File: src/rtl/ckgp_consts.svh
`ifndef CKGP_CONSTS_SVH
`define CKGP_CONSTS_SVH

// =============================================================
// Sizes
`define CKGP_NUM_NET 4
`define CKGP_NUM_EXT 2
`define CKGP_NUM_PLL 12
`define CKGP_NUM_PIN 16
`define CKGP_NUM_CORNER 4
`define CKGP_SEL_W 4
`define CKGP_SYNC_W 38

// =============================================================
// Clock pin index offset of each side
`define CKGP_OFS_LEFT 5'h00
`define CKGP_OFS_BOTTOM 5'h04
`define CKGP_OFS_RIGHT 5'h08
`define CKGP_OFS_TOP 5'h0c

// =============================================================
// PLL positions
`define CKGP_PLL_L1 0
`define CKGP_PLL_L2 1
`define CKGP_PLL_L3 2
`define CKGP_PLL_L4 3
`define CKGP_PLL_B1 4
`define CKGP_PLL_B2 5
`define CKGP_PLL_R1 6
`define CKGP_PLL_R2 7
`define CKGP_PLL_R3 8
`define CKGP_PLL_R4 9
`define CKGP_PLL_T1 10
`define CKGP_PLL_T2 11
`define CKGP_CORNER_L1 2'h0
`define CKGP_CORNER_L4 2'h1
`define CKGP_CORNER_R1 2'h2
`define CKGP_CORNER_R4 2'h3

// =============================================================
// Register map (byte addresses) and fields
`define CKGP_ADR_CTRL 8'h00
`define CKGP_ADR_STATUS 8'h04
`define CKGP_ADR_SEL_LO 8'h08
`define CKGP_ADR_SEL_HI 8'h0c
`define CKGP_CTRL_BYP_LSB 0
`define CKGP_CTRL_LOCK_BIT 8
`define CKGP_STAT_EXT_LSB 4
`define CKGP_STAT_NET_LSB 8
`define CKGP_STAT_XCLK_LSB 12
`define CKGP_SEL_PER_WORD 8
`define CKGP_SEL_PER_BYTE 2

// =============================================================
// Reset values
`define CKGP_EN_RST 1'b0
`define CKGP_BYP_RST 4'h0
`define CKGP_LOCK_RST 1'b0
`define CKGP_SEL_RST 4'h0
`define CKGP_WORD_RST 32'h0000_0000

`endif

File: src/rtl/ckgp_pkg.sv
package ckgp_pkg;

	// Reference select codes of one PLL input multiplexer
	typedef enum logic [3:0] {
		CKGP_REF_PIN0 = 4'h0,
		CKGP_REF_PIN1 = 4'h1,
		CKGP_REF_PIN2 = 4'h2,
		CKGP_REF_PIN3 = 4'h3,
		CKGP_REF_NET0 = 4'h4,
		CKGP_REF_NET1 = 4'h5,
		CKGP_REF_NET2 = 4'h6,
		CKGP_REF_NET3 = 4'h7,
		CKGP_REF_ADJ = 4'h8,
		CKGP_REF_CORNER = 4'h9
	} ckgp_ref_sel_t;

	typedef logic [3:0] ckgp_sel_word_t;

endpackage

File: src/rtl/ckgp_sync2.sv
`timescale 1ns/1ps
module ckgp_sync2 #(
	parameter int W = 1
) (
	input wire logic clk_i,
	input wire logic rst_i,
	input wire logic [W-1:0] d_i,
	output logic [W-1:0] q_o
);
	logic [W-1:0] meta_r;
	logic [W-1:0] sync_r;

	// First stage feeds only the second stage
	always_ff @(posedge clk_i) begin
		if (rst_i) begin
			meta_r <= '0;
			sync_r <= '0;
		end else begin
			meta_r <= d_i;
			sync_r <= meta_r;
		end
	end

	assign q_o = sync_r;
endmodule // ckgp_sync2

File: src/rtl/ckgp_gate_cell.sv
`timescale 1ns/1ps
`include "ckgp_consts.svh"
module ckgp_gate_cell (
	input wire logic clk_i,
	input wire logic rst_i,
	input wire logic src_i,
	input wire logic en_i,
	input wire logic bypass_i,
	output logic en_state_o,
	output logic clk_o
);
	logic en_meta_r;
	logic en_live_r;
	logic src_prev_r;
	logic clk_out_r;
	logic en_pick;
	logic src_fall;

	// =============================================================
	// Enable path
	always_ff @(posedge clk_i) begin
		if (rst_i) begin
			en_meta_r <= `CKGP_EN_RST;
		end else begin
			en_meta_r <= en_i;
		end
	end

	assign en_pick = bypass_i ? en_i : en_meta_r;

	always_ff @(posedge clk_i) begin
		if (rst_i) begin
			src_prev_r <= `CKGP_EN_RST;
		end else begin
			src_prev_r <= src_i;
		end
	end

	assign src_fall = src_prev_r & ~src_i;

	// Enable only moves on a falling edge, so no pulse is ever cut short
	always_ff @(posedge clk_i) begin
		if (rst_i) begin
			en_live_r <= `CKGP_EN_RST;
		end else if (src_fall) begin
			en_live_r <= en_pick;
		end
	end

	// =============================================================
	// Gated output, parked low while disabled
	always_ff @(posedge clk_i) begin
		if (rst_i) begin
			clk_out_r <= `CKGP_EN_RST;
		end else begin
			clk_out_r <= src_i & en_live_r;
		end
	end

	assign en_state_o = en_live_r;
	assign clk_o = clk_out_r;
endmodule // ckgp_gate_cell

File: src/rtl/ckgp_top.sv
// The address map and the Wishbone interface to the registers were left to the implementer.
`timescale 1ns/1ps
`include "ckgp_consts.svh"
// Notes on behaviour
// - Every network has its own enable gate, independent of any PLL.
// - External PLL clock output pins have their own enables, separate from the network enables.
// - The enable is taken on the falling edge of the gated clock.
// - A metastability register sits in the enable path, optionally bypassed.
// - Register or bypass path chosen by a static configuration bit.
// - External PLL clock pins always use the registered enable path.
// - Gating never touches PLL loop counters, so lock is kept.
// - Each PLL reference comes from a multiplexer of pins, networks, neighbour.
// - Multiplexer selects come only from configuration and stay fixed afterwards.
// - Non-corner pin index offset: left 0, bottom 4, right 8, top 12.
// - Each corner PLL has its own dedicated clock input pin.
// - Center pins of a side reach that side's corner PLLs directly.
// - Adjacent non-corner PLLs on one side have a direct cascade link.
// - At most twelve PLLs, named by side and position.
// - Core logic drives enables dynamically, per network, without any PLL.
module ckgp_top (
	input wire logic clk_i,
	input wire logic rst_i,
	input wire logic wb_cyc_i,
	input wire logic wb_stb_i,
	input wire logic wb_we_i,
	input wire logic [7:0] wb_adr_i,
	input wire logic [3:0] wb_sel_i,
	input wire logic [31:0] wb_dat_i,
	output logic [31:0] wb_dat_o,
	output logic wb_ack_o,
	input wire logic [`CKGP_NUM_NET-1:0] net_src_i,
	input wire logic [`CKGP_NUM_NET-1:0] net_en_i,
	output logic [`CKGP_NUM_NET-1:0] global_clock_network_o,
	input wire logic [`CKGP_NUM_EXT-1:0] ext_src_i,
	input wire logic [`CKGP_NUM_EXT-1:0] ext_en_i,
	output logic [`CKGP_NUM_EXT-1:0] external_pll_clock_pin_o,
	input wire logic [`CKGP_NUM_PIN-1:0] clk_pin_i,
	input wire logic [`CKGP_NUM_CORNER-1:0] corner_pll_dedicated_clock_pin_i,
	input wire logic [`CKGP_NUM_PLL-1:0] pll_cascade_i,
	output logic [`CKGP_NUM_PLL-1:0] pll_ref_o
);
	logic [`CKGP_SYNC_W-1:0] pins_raw;
	logic [`CKGP_SYNC_W-1:0] pins_s;
	logic [`CKGP_NUM_NET-1:0] net_src_s;
	logic [`CKGP_NUM_EXT-1:0] ext_src_s;
	logic [`CKGP_NUM_PIN-1:0] clk_pin_s;
	logic [`CKGP_NUM_CORNER-1:0] corner_s;
	logic [`CKGP_NUM_PLL-1:0] casc_s;
	logic [`CKGP_NUM_NET-1:0] net_clk;
	logic [`CKGP_NUM_NET-1:0] net_state;
	logic [`CKGP_NUM_EXT-1:0] ext_clk;
	logic [`CKGP_NUM_EXT-1:0] ext_state;
	logic [`CKGP_NUM_NET-1:0] bypass_r;
	logic lock_r;
	ckgp_pkg::ckgp_sel_word_t sel_r [`CKGP_NUM_PLL];
	logic [`CKGP_NUM_PLL-1:0] pll_ref_r;
	logic ack_r;
	logic [31:0] dat_r;
	logic [31:0] rd_nxt;
	logic req;
	logic wr_ok;

	// =============================================================
	// Pin synchronisers
	// All incoming clocks are oversampled on clk_i, so they must be far slower than it
	assign pins_raw = {pll_cascade_i, corner_pll_dedicated_clock_pin_i, clk_pin_i, ext_src_i, net_src_i};

	ckgp_sync2 #(
		.W(`CKGP_SYNC_W)
	) u_sync (
		.clk_i(clk_i),
		.rst_i(rst_i),
		.d_i(pins_raw),
		.q_o(pins_s)
	);

	assign {casc_s, corner_s, clk_pin_s, ext_src_s, net_src_s} = pins_s;

	// =============================================================
	// Network and external pin gates
	genvar g;
	generate
		for (g = 0; g < `CKGP_NUM_NET; g++) begin : g_net
			ckgp_gate_cell u_gate (
				.clk_i(clk_i),
				.rst_i(rst_i),
				.src_i(net_src_s[g]),
				.en_i(net_en_i[g]),
				.bypass_i(bypass_r[g]),
				.en_state_o(net_state[g]),
				.clk_o(net_clk[g])
			);
		end
		for (g = 0; g < `CKGP_NUM_EXT; g++) begin : g_ext
			// No bypass on the external pins
			ckgp_gate_cell u_gate (
				.clk_i(clk_i),
				.rst_i(rst_i),
				.src_i(ext_src_s[g]),
				.en_i(ext_en_i[g]),
				.bypass_i(1'b0),
				.en_state_o(ext_state[g]),
				.clk_o(ext_clk[g])
			);
		end
	endgenerate

	assign global_clock_network_o = net_clk;
	assign external_pll_clock_pin_o = ext_clk;

	// =============================================================
	// PLL position helpers
	function automatic logic [4:0] side_ofs(input int p);
		case (p)
			`CKGP_PLL_L1, `CKGP_PLL_L2, `CKGP_PLL_L3, `CKGP_PLL_L4: side_ofs = `CKGP_OFS_LEFT;
			`CKGP_PLL_B1, `CKGP_PLL_B2: side_ofs = `CKGP_OFS_BOTTOM;
			`CKGP_PLL_R1, `CKGP_PLL_R2, `CKGP_PLL_R3, `CKGP_PLL_R4: side_ofs = `CKGP_OFS_RIGHT;
			default: side_ofs = `CKGP_OFS_TOP;
		endcase
	endfunction

	function automatic logic is_corner(input int p);
		is_corner = (p == `CKGP_PLL_L1) || (p == `CKGP_PLL_L4) || (p == `CKGP_PLL_R1) || (p == `CKGP_PLL_R4);
	endfunction

	function automatic logic [1:0] corner_idx(input int p);
		case (p)
			`CKGP_PLL_L1: corner_idx = `CKGP_CORNER_L1;
			`CKGP_PLL_L4: corner_idx = `CKGP_CORNER_L4;
			`CKGP_PLL_R1: corner_idx = `CKGP_CORNER_R1;
			default: corner_idx = `CKGP_CORNER_R4;
		endcase
	endfunction

	// Neighbour on the same side; corner PLLs have none and return themselves
	function automatic int partner(input int p);
		case (p)
			`CKGP_PLL_L2: partner = `CKGP_PLL_L3;
			`CKGP_PLL_L3: partner = `CKGP_PLL_L2;
			`CKGP_PLL_B1: partner = `CKGP_PLL_B2;
			`CKGP_PLL_B2: partner = `CKGP_PLL_B1;
			`CKGP_PLL_R2: partner = `CKGP_PLL_R3;
			`CKGP_PLL_R3: partner = `CKGP_PLL_R2;
			`CKGP_PLL_T1: partner = `CKGP_PLL_T2;
			`CKGP_PLL_T2: partner = `CKGP_PLL_T1;
			default: partner = p;
		endcase
	endfunction

	// =============================================================
	// PLL reference multiplexers
	// Only the reference is selected here; the loop counters are not in this block,
	// so no enable can disturb a locked loop
	generate
		for (g = 0; g < `CKGP_NUM_PLL; g++) begin : g_pll
			localparam logic [4:0] OFS = side_ofs(g);
			localparam logic CORNER = is_corner(g);
			localparam logic [1:0] CIDX = corner_idx(g);
			localparam int PART = partner(g);
			logic [4:0] pin_idx;
			logic pick;

			assign pin_idx = OFS + {3'h0, sel_r[g][1:0]};

			always_comb begin
				case (ckgp_pkg::ckgp_ref_sel_t'(sel_r[g]))
					ckgp_pkg::CKGP_REF_PIN0, ckgp_pkg::CKGP_REF_PIN1,
					ckgp_pkg::CKGP_REF_PIN2, ckgp_pkg::CKGP_REF_PIN3: begin
						pick = clk_pin_s[pin_idx[3:0]];
					end
					ckgp_pkg::CKGP_REF_NET0, ckgp_pkg::CKGP_REF_NET1,
					ckgp_pkg::CKGP_REF_NET2, ckgp_pkg::CKGP_REF_NET3: begin
						pick = net_clk[sel_r[g][1:0]];
					end
					ckgp_pkg::CKGP_REF_ADJ: begin
						pick = CORNER ? 1'b0 : casc_s[PART];
					end
					ckgp_pkg::CKGP_REF_CORNER: begin
						pick = CORNER ? corner_s[CIDX] : 1'b0;
					end
					default: begin
						pick = 1'b0;
					end
				endcase
			end

			always_ff @(posedge clk_i) begin
				if (rst_i) begin
					pll_ref_r[g] <= `CKGP_EN_RST;
				end else begin
					pll_ref_r[g] <= pick;
				end
			end
		end
	endgenerate

	assign pll_ref_o = pll_ref_r;

	// =============================================================
	// Wishbone slave
	// One wait state: ack rises the cycle after the request and drops the next
	assign req = wb_cyc_i & wb_stb_i & ~ack_r;
	assign wr_ok = req & wb_we_i & ~lock_r;

	always_ff @(posedge clk_i) begin
		if (rst_i) begin
			ack_r <= `CKGP_EN_RST;
		end else begin
			ack_r <= req;
		end
	end

	// Static configuration: writable until locked, frozen until the next reset
	always_ff @(posedge clk_i) begin
		if (rst_i) begin
			bypass_r <= `CKGP_BYP_RST;
			lock_r <= `CKGP_LOCK_RST;
		end else if (wr_ok && (wb_adr_i == `CKGP_ADR_CTRL)) begin
			if (wb_sel_i[0]) begin
				bypass_r <= wb_dat_i[`CKGP_CTRL_BYP_LSB +: `CKGP_NUM_NET];
			end
			if (wb_sel_i[1]) begin
				lock_r <= wb_dat_i[`CKGP_CTRL_LOCK_BIT];
			end
		end
	end

	always_ff @(posedge clk_i) begin
		if (rst_i) begin
			for (int p = 0; p < `CKGP_NUM_PLL; p++) begin
				sel_r[p] <= `CKGP_SEL_RST;
			end
		end else if (wr_ok) begin
			for (int p = 0; p < `CKGP_NUM_PLL; p++) begin
				if ((wb_adr_i == ((p < `CKGP_SEL_PER_WORD) ? `CKGP_ADR_SEL_LO : `CKGP_ADR_SEL_HI)) &&
					wb_sel_i[(p % `CKGP_SEL_PER_WORD) / `CKGP_SEL_PER_BYTE]) begin
					sel_r[p] <= wb_dat_i[(p % `CKGP_SEL_PER_WORD) * `CKGP_SEL_W +: `CKGP_SEL_W];
				end
			end
		end
	end

	always_comb begin
		rd_nxt = `CKGP_WORD_RST;
		case (wb_adr_i)
			`CKGP_ADR_CTRL: begin
				rd_nxt[`CKGP_CTRL_BYP_LSB +: `CKGP_NUM_NET] = bypass_r;
				rd_nxt[`CKGP_CTRL_LOCK_BIT] = lock_r;
			end
			`CKGP_ADR_STATUS: begin
				rd_nxt[`CKGP_NUM_NET-1:0] = net_state;
				rd_nxt[`CKGP_STAT_EXT_LSB +: `CKGP_NUM_EXT] = ext_state;
				rd_nxt[`CKGP_STAT_NET_LSB +: `CKGP_NUM_NET] = net_clk;
				rd_nxt[`CKGP_STAT_XCLK_LSB +: `CKGP_NUM_EXT] = ext_clk;
			end
			`CKGP_ADR_SEL_LO: begin
				for (int p = 0; p < `CKGP_SEL_PER_WORD; p++) begin
					rd_nxt[p * `CKGP_SEL_W +: `CKGP_SEL_W] = sel_r[p];
				end
			end
			`CKGP_ADR_SEL_HI: begin
				for (int p = `CKGP_SEL_PER_WORD; p < `CKGP_NUM_PLL; p++) begin
					rd_nxt[(p - `CKGP_SEL_PER_WORD) * `CKGP_SEL_W +: `CKGP_SEL_W] = sel_r[p];
				end
			end
			default: begin
				rd_nxt = `CKGP_WORD_RST;
			end
		endcase
	end

	always_ff @(posedge clk_i) begin
		if (rst_i) begin
			dat_r <= `CKGP_WORD_RST;
		end else if (req) begin
			dat_r <= rd_nxt;
		end
	end

	assign wb_ack_o = ack_r;
	assign wb_dat_o = dat_r;
endmodule // ckgp_top

File: config.mk
export PLATFORM = sky130hd
export DESIGN_NAME = ckgp_top
export DESIGN_NICKNAME = d
export VERILOG_FILES = /design/src/rtl/ckgp_pkg.sv /design/src/rtl/ckgp_sync2.sv /design/src/rtl/ckgp_gate_cell.sv /design/src/rtl/ckgp_top.sv
export VERILOG_INCLUDE_DIRS = /design/src /design/src/rtl
export SDC_FILE = /design/constraint.sdc
export NUM_CORES = 1
export LEC_CHECK = 0
export BUFFER_PORTS_ARGS = -buffer_cell sky130_fd_sc_hd__buf_4
export CAP_MARGIN = 25
export CORE_UTILIZATION = 55
export CTS_BUF_LIST = sky130_fd_sc_hd__clkbuf_4
export DETAILED_ROUTE_END_ITERATION = 10
export PLACE_DENSITY = 0.76
export RECOVER_POWER = 100
export REMOVE_ABC_BUFFERS = 1
export SYNTH_ARGS = -nofsm -noshare
export SYNTH_HDL_FRONTEND = slang
export SYNTH_HIERARCHICAL = 1
export SYNTH_SLANG_ARGS = --single-unit
export TNS_END_PERCENT = 30
File: constraint.sdc
create_clock -name clk_i -period 5.75 [get_ports clk_i]
set_input_delay 1.15 -clock clk_i [delete_from_list [all_inputs] [get_ports clk_i]]
set_output_delay 1.15 -clock clk_i [all_outputs]
set_load 0.005 [all_outputs]
==> results of run 1 <==
[flip-flops by register name (all words and copies together) (netlist names), 4 cells and up]
name                     flops
bypass_r                     4
g_net.u_gate/clk_o           4
g_net.u_gate/en_meta_r       4
g_net.u_gate/en_state_o      4
g_net.u_gate/src_prev_r      4
pll_ref_o                   12
sel_r                       48
u_sync/meta_r               34
u_sync/q_o                  34
wb_dat_o                    32
[critical path: stages]
cell	delay (ns)
clkbuf_4	0.11
or4_1	0.65
nor4_1	2.04
a22oi_1	0.22
nor2_1	0.21
[worst paths after layout]
check,start,to,slack [ns],cells after the start
worst max register to register,wb_ack_o$_SDFF_PP0_,wb_dat_o[21]$_SDFFE_PP0N_,2.47,5
worst min-delay path,u_sync/meta_r[9]$_SDFF_PP0_,u_sync/q_o[9]$_SDFF_PP0_,0.45,1
worst min register to register,u_sync/meta_r[9]$_SDFF_PP0_,u_sync/q_o[9]$_SDFF_PP0_,0.45,1
worst max-delay path,wb_adr_i[5],wb_dat_o[21]$_SDFFE_PP0N_,1.87,5
[report_power, final]
group | internal, mW | switching, mW | total [mW]
combinational | 0.0915 | 0.0750 | 0.166
clock | 0.257 | 0.439 | 0.696
sequential | 1.42 | 0.0333 | 1.45
total | 1.76 | 0.547 | 2.31
[final cells by class]
cell class                 count  area (sq um)  share of cell area (%)
antenna                        1          2.50                  0.0286
clock buffer                  17           128                    1.46
clock inverter                14           143                    1.63
inverter                      11          41.3                   0.472
multi-input combinational    404          2860                    32.7
sequential                   190          4280                    49.0
tap                          176           220                    2.52
timing repair buffer         147          1070                    12.2
[layer usage]
metal | GRT usage, % | up-vias
met3 | 5.12 | 20
met5 | 0 | -
met4 | 8.89 | 0
li1 | - | 2531
met1 | 30.4 | 2607
met2 | 41.9 | 188
==> summary.md, run 1 <==
| Metric | Value |
|---|---|
| H-Tree Depth | 4 |
| Mean Syn Cell Area | 11.7 sq um |
| MaxCap Viol Count | 3 |
| Worst Path Required | 6.24 ns |
| # rows | 42 |
| Met1 wire length | 6770 um |
| P&R area growth vs syn | 17.6% |
| RSZ-0062 raised after global routing | false |
| Finished Cell Area | 0.00874 sq mm |
| Remaining DRCs | 0 |
| Wire length per cell | 16.8 um |
| Worst skew pair latency | 0.58 ns |
| Grt ovf | 0 |
| Clock period minus worst slack | 3.88 ns |
| Die height | 118 um |
| CP startpoint kind | primary input |
| Worst-path maximum fanout | 16 |
| Met3 WL | 1010 um |
| IO Count | 144 |
| Initial core utilization | 56.4% |
| Final #Nets | 864 |
| Clock slew at reported path FFs | 0.15 ns |
| Hold slack | 0.449 ns |
| DRT iter0 DRCs | 510 |
| Mapped Cells | 636 |
| Routed WL | 16200 um |
| Yosys warning count | 6 |
| Clock Tree Buf Depth | 2 |
| Postcts setup bufs | 0 |
| Vias/cell | 5.57 |
| Placed cell count | 926 |
| Max Clk Rate | 258 MHz |
| Critical path endpoint category | flip-flop |
| Max-slew headroom | -74.8% |
| RD Place Congestion | 0.843 |
| Worst path arrival time | 4.37 ns |
| WS Path Type | in2reg |
| Setup Skew | 0.0131 ns |
| Final hold violations | 0 |
| Die area | 0.0140 sq mm |
| Cts bufs inserted | 17 |
| DRT antenna net count | 0 |
| Most common cell after layout, fill and taps aside | dfxtp_1 |
| Port-buffer cells | 139 |
| Tot Pwr | 2.31 mW |
| Setup violators final | 0 |
| Via count | 5346 |
| Root buf cell | clkbuf_4 |
| Max layer used | met4 |
| Outcome | complete, but fails checks |
| Setup WS pre-CTS | 1.80 ns |
| Share of layout cells above drive strength 1 | 25.3% |
| Core Util, Final | 66.3% |
| Failing checks | capacitance limit, slew limit |
| Pin count of the biggest net entering global routing | 63 |
| Worst-margin pin slew | 2.62 ns |
| Hold Path Class | reg2reg |
| CTS Sinks | 190 |
| Post-Layout Cell Count | 960 |
| Final period util | 67.4% |
| PwrDens | 264 mW/mm^2 |
| Worst setup margin | 1.87 ns |
| Metal2 WL | 8150 um |
| Vias in the first global route | 5185 |
| Most frequent cells in the layout | dfxtp_1 (142), nor2b_1 (92), buf_4 (89), clkbuf_4 (65), edfxtp_1 (48) |
| # resized after CTS | 0 |
| First-pass GRT wire length | 26100 um |
| Die Width | 118 um |
| Fillers | 1058 |
| Initial antenna violation count | 1 |
| Hold_buf cts | 0 |
| Sum Neg Setup Slack | 0 ns |
| TritonRoute pass-1 iters | 4 |
| CTS tree | built |
| Placed Instance Area | 0.00858 sq mm |
| Worst IR drop on VDD | 0.169 mV |
| Leak Pwr | 3.35 nW |
| Core Region | 0.0132 sq mm |
| Total GRT Usage | 24.4% |
| HPWL after detailed placement | 11300 um |
| Post-Syn Area | 0.00744 sq mm |
| Pins Over Slew Limit | 121 |
No activity file was read; power rests on OpenSTA's default activity.
==> run 2, diff against run 1 <==
- ABC_AREA: unset -> 1
- clock period: 5.75 -> 3.7 ns (I/O delays scaled with it)
==> run 2 against run 1 <==
  * The flow still finishes with violations (capacitance limit, slew limit)
  * Setup slack worse by 0.91 ns
  * Clock power up 55%
  * Sequential share of layout area down 2.8 points
  * Cell count up 39%
  * Wire length up 11%
  * Clock skew up 0.0098 ns
  * Core utilization down 0.32 points
==> summary.md, run 2 <==
| Metric | Value |
|---|---|
| Final #Nets | 1235 |
| Cts bufs inserted | 17 |
| Multi-input combinational cell area | 0.00269 sq mm |
| CTS tree | built |
| Setup violators final | 0 |
| Pin count of the biggest net entering global routing | 65 |
| Max-slew headroom | -36.3% |
| Setup Skew | 0.0229 ns |
| Core Util, Final | 66.0% |
| Met1 wire length | 8080 um |
| Remaining DRCs | 0 |
| Failing checks | capacitance limit, slew limit |
| Worst IR drop on VDD | 0.275 mV |
| Max layer used | met4 |
| Max Clk Rate | 366 MHz |
| Root buf cell | clkbuf_4 |
| Die height | 123 um |
| Vias/cell | 5.06 |
| RSZ-0062 raised after global routing | false |
| Worst Path Required | 4.25 ns |
| Grt ovf | 0 |
| Placed Instance Area | 0.00915 sq mm |
| Mean Syn Cell Area | 7.95 sq um |
| Sw frac | 25.8% |
| Hold slack | 0.323 ns |
| Sw Pwr | 0.938 mW |
| Yosys warning count | 6 |
| Via count | 6763 |
| Worst-margin pin slew | 2.05 ns |
| Biggest register | sel_r |
| Worst-path maximum fanout | 48 |
| PwrDens | 393 mW/mm^2 |
| CTS Sinks | 190 |
| Routed WL | 18000 um |
| # rows | 43 |
| Initial core utilization | 56.9% |
| Share of layout cells above drive strength 1 | 16.8% |
| Wire length per cell | 13.5 um |
| Worst skew pair latency | 0.60 ns |
| Tot Pwr | 3.64 mW |
| Post-Layout Cell Count | 1336 |
| Met3 WL | 1280 um |
| TritonRoute pass-1 iters | 6 |
| # resized after CTS | 0 |
| Clock Power Share | 29.6% |
| Worst setup margin | 0.965 ns |
| Postcts setup bufs | 0 |
| Placed cell count | 1303 |
| Logic pwr share | 8.3% |
| Final period util | 73.9% |
| Sequential Area | 0.00428 sq mm |
| Max FFs per register | 48 |
| Hold_buf cts | 0 |
| Die Width | 123 um |
| Core Region | 0.0140 sq mm |
| Post-Syn Area | 0.00799 sq mm |
| HPWL after detailed placement | 12500 um |
| Clock Tree Buf Depth | 2 |
| Outcome | complete, but fails checks |
| Setup WS pre-CTS | 0.954 ns |
| MaxCap Viol Count | 1 |
| Finished Cell Area | 0.00927 sq mm |
| Most common cell after layout, fill and taps aside | inv_1 |
| Initial antenna violation count | 1 |
| Critical path endpoint category | flip-flop |
| Sum Neg Setup Slack | 0 ns |
| Metal2 WL | 8070 um |
| H-Tree Depth | 4 |
| Vias in the first global route | 5953 |
| DRT antenna net count | 0 |
| Pins Over Slew Limit | 49 |
| Hold Path Class | in2reg |
| CP startpoint kind | flip-flop |
| Fillers | 1247 |
| IO Count | 144 |
| Port-buffer cells | 139 |
| Pint | 2.70 mW |
| Die area | 0.0150 sq mm |
| P&R area growth vs syn | 16.0% |
| Most frequent cells in the layout | inv_1 (187), nor2_1 (179), dfxtp_1 (142), nand2_1 (138), nand3_1 (94) |
| DRT iter0 DRCs | 651 |
| Seq pwr share | 62.2% |
| Clock slew at reported path FFs | 0.16 ns |
| Clock period minus worst slack | 2.73 ns |
| Worst path arrival time | 3.28 ns |
| Leak Pwr | 4.28 nW |
| Mapped Cells | 1005 |
| WS Path Type | reg2reg |
| Final hold violations | 0 |
| First-pass GRT wire length | 28400 um |
| RD Place Congestion | 0.886 |
| Total GRT Usage | 25.3% |
run 2: worst max-delay path, cell delays in order (launching register included):
cell and delay, ns:
dfxtp_1 0.33, inv_1 0.06, nand3_2 0.12, inv_1 0.10, clkbuf_1 1.47, o21ai_0 0.39
a21oi_1 0.22
run 2: routing by layer:
layer	global-route usage, %	vias to the layer above
met5	0	-
li1	-	3423
met1	33.0	3042
met2	39.6	247
met3	6.23	51
met4	11.5	0
run 2: power groups by stage:
stage	Clock [mW]	Sequential (mW)	Combinational, mW
after detailed placement	0	2.31	0.312
after floorplan	0	2.29	0.140
after global routing	1.19	2.27	0.343
after global placement	0	2.31	0.307
final	1.08	2.26	0.302
after CTS	1.10	2.26	0.313
run 2: final cells by class:
type                    instances  share of cell area (%)
clock inverters                14                    1.43
flip-flops and latches        190                    46.2
well taps                     180                    2.43
diodes                          1                  0.0270
multi-input cells             593                    29.0
inverters                     191                    7.78
repair buffers                149                    11.6
clock buffers                  18                    1.46
run 2: final timing paths:
| path | cells after the start | slack (ns) | endpoint | from |
|---|---|---|---|---|
| max | 6 | 0.97 | wb_dat_o[3]$_SDFFE_PP0N_ | wb_ack_o$_SDFF_PP0_ |
| min | 3 | 0.32 | u_sync/meta_r[1]$_SDFF_PP0_ | net_src_i[1] |
| max reg2reg | 6 | 0.97 | wb_dat_o[3]$_SDFFE_PP0N_ | wb_ack_o$_SDFF_PP0_ |
| min reg2reg | 2 | 0.40 | u_sync/q_o[12]$_SDFF_PP0_ | u_sync/meta_r[12]$_SDFF_PP0_ |
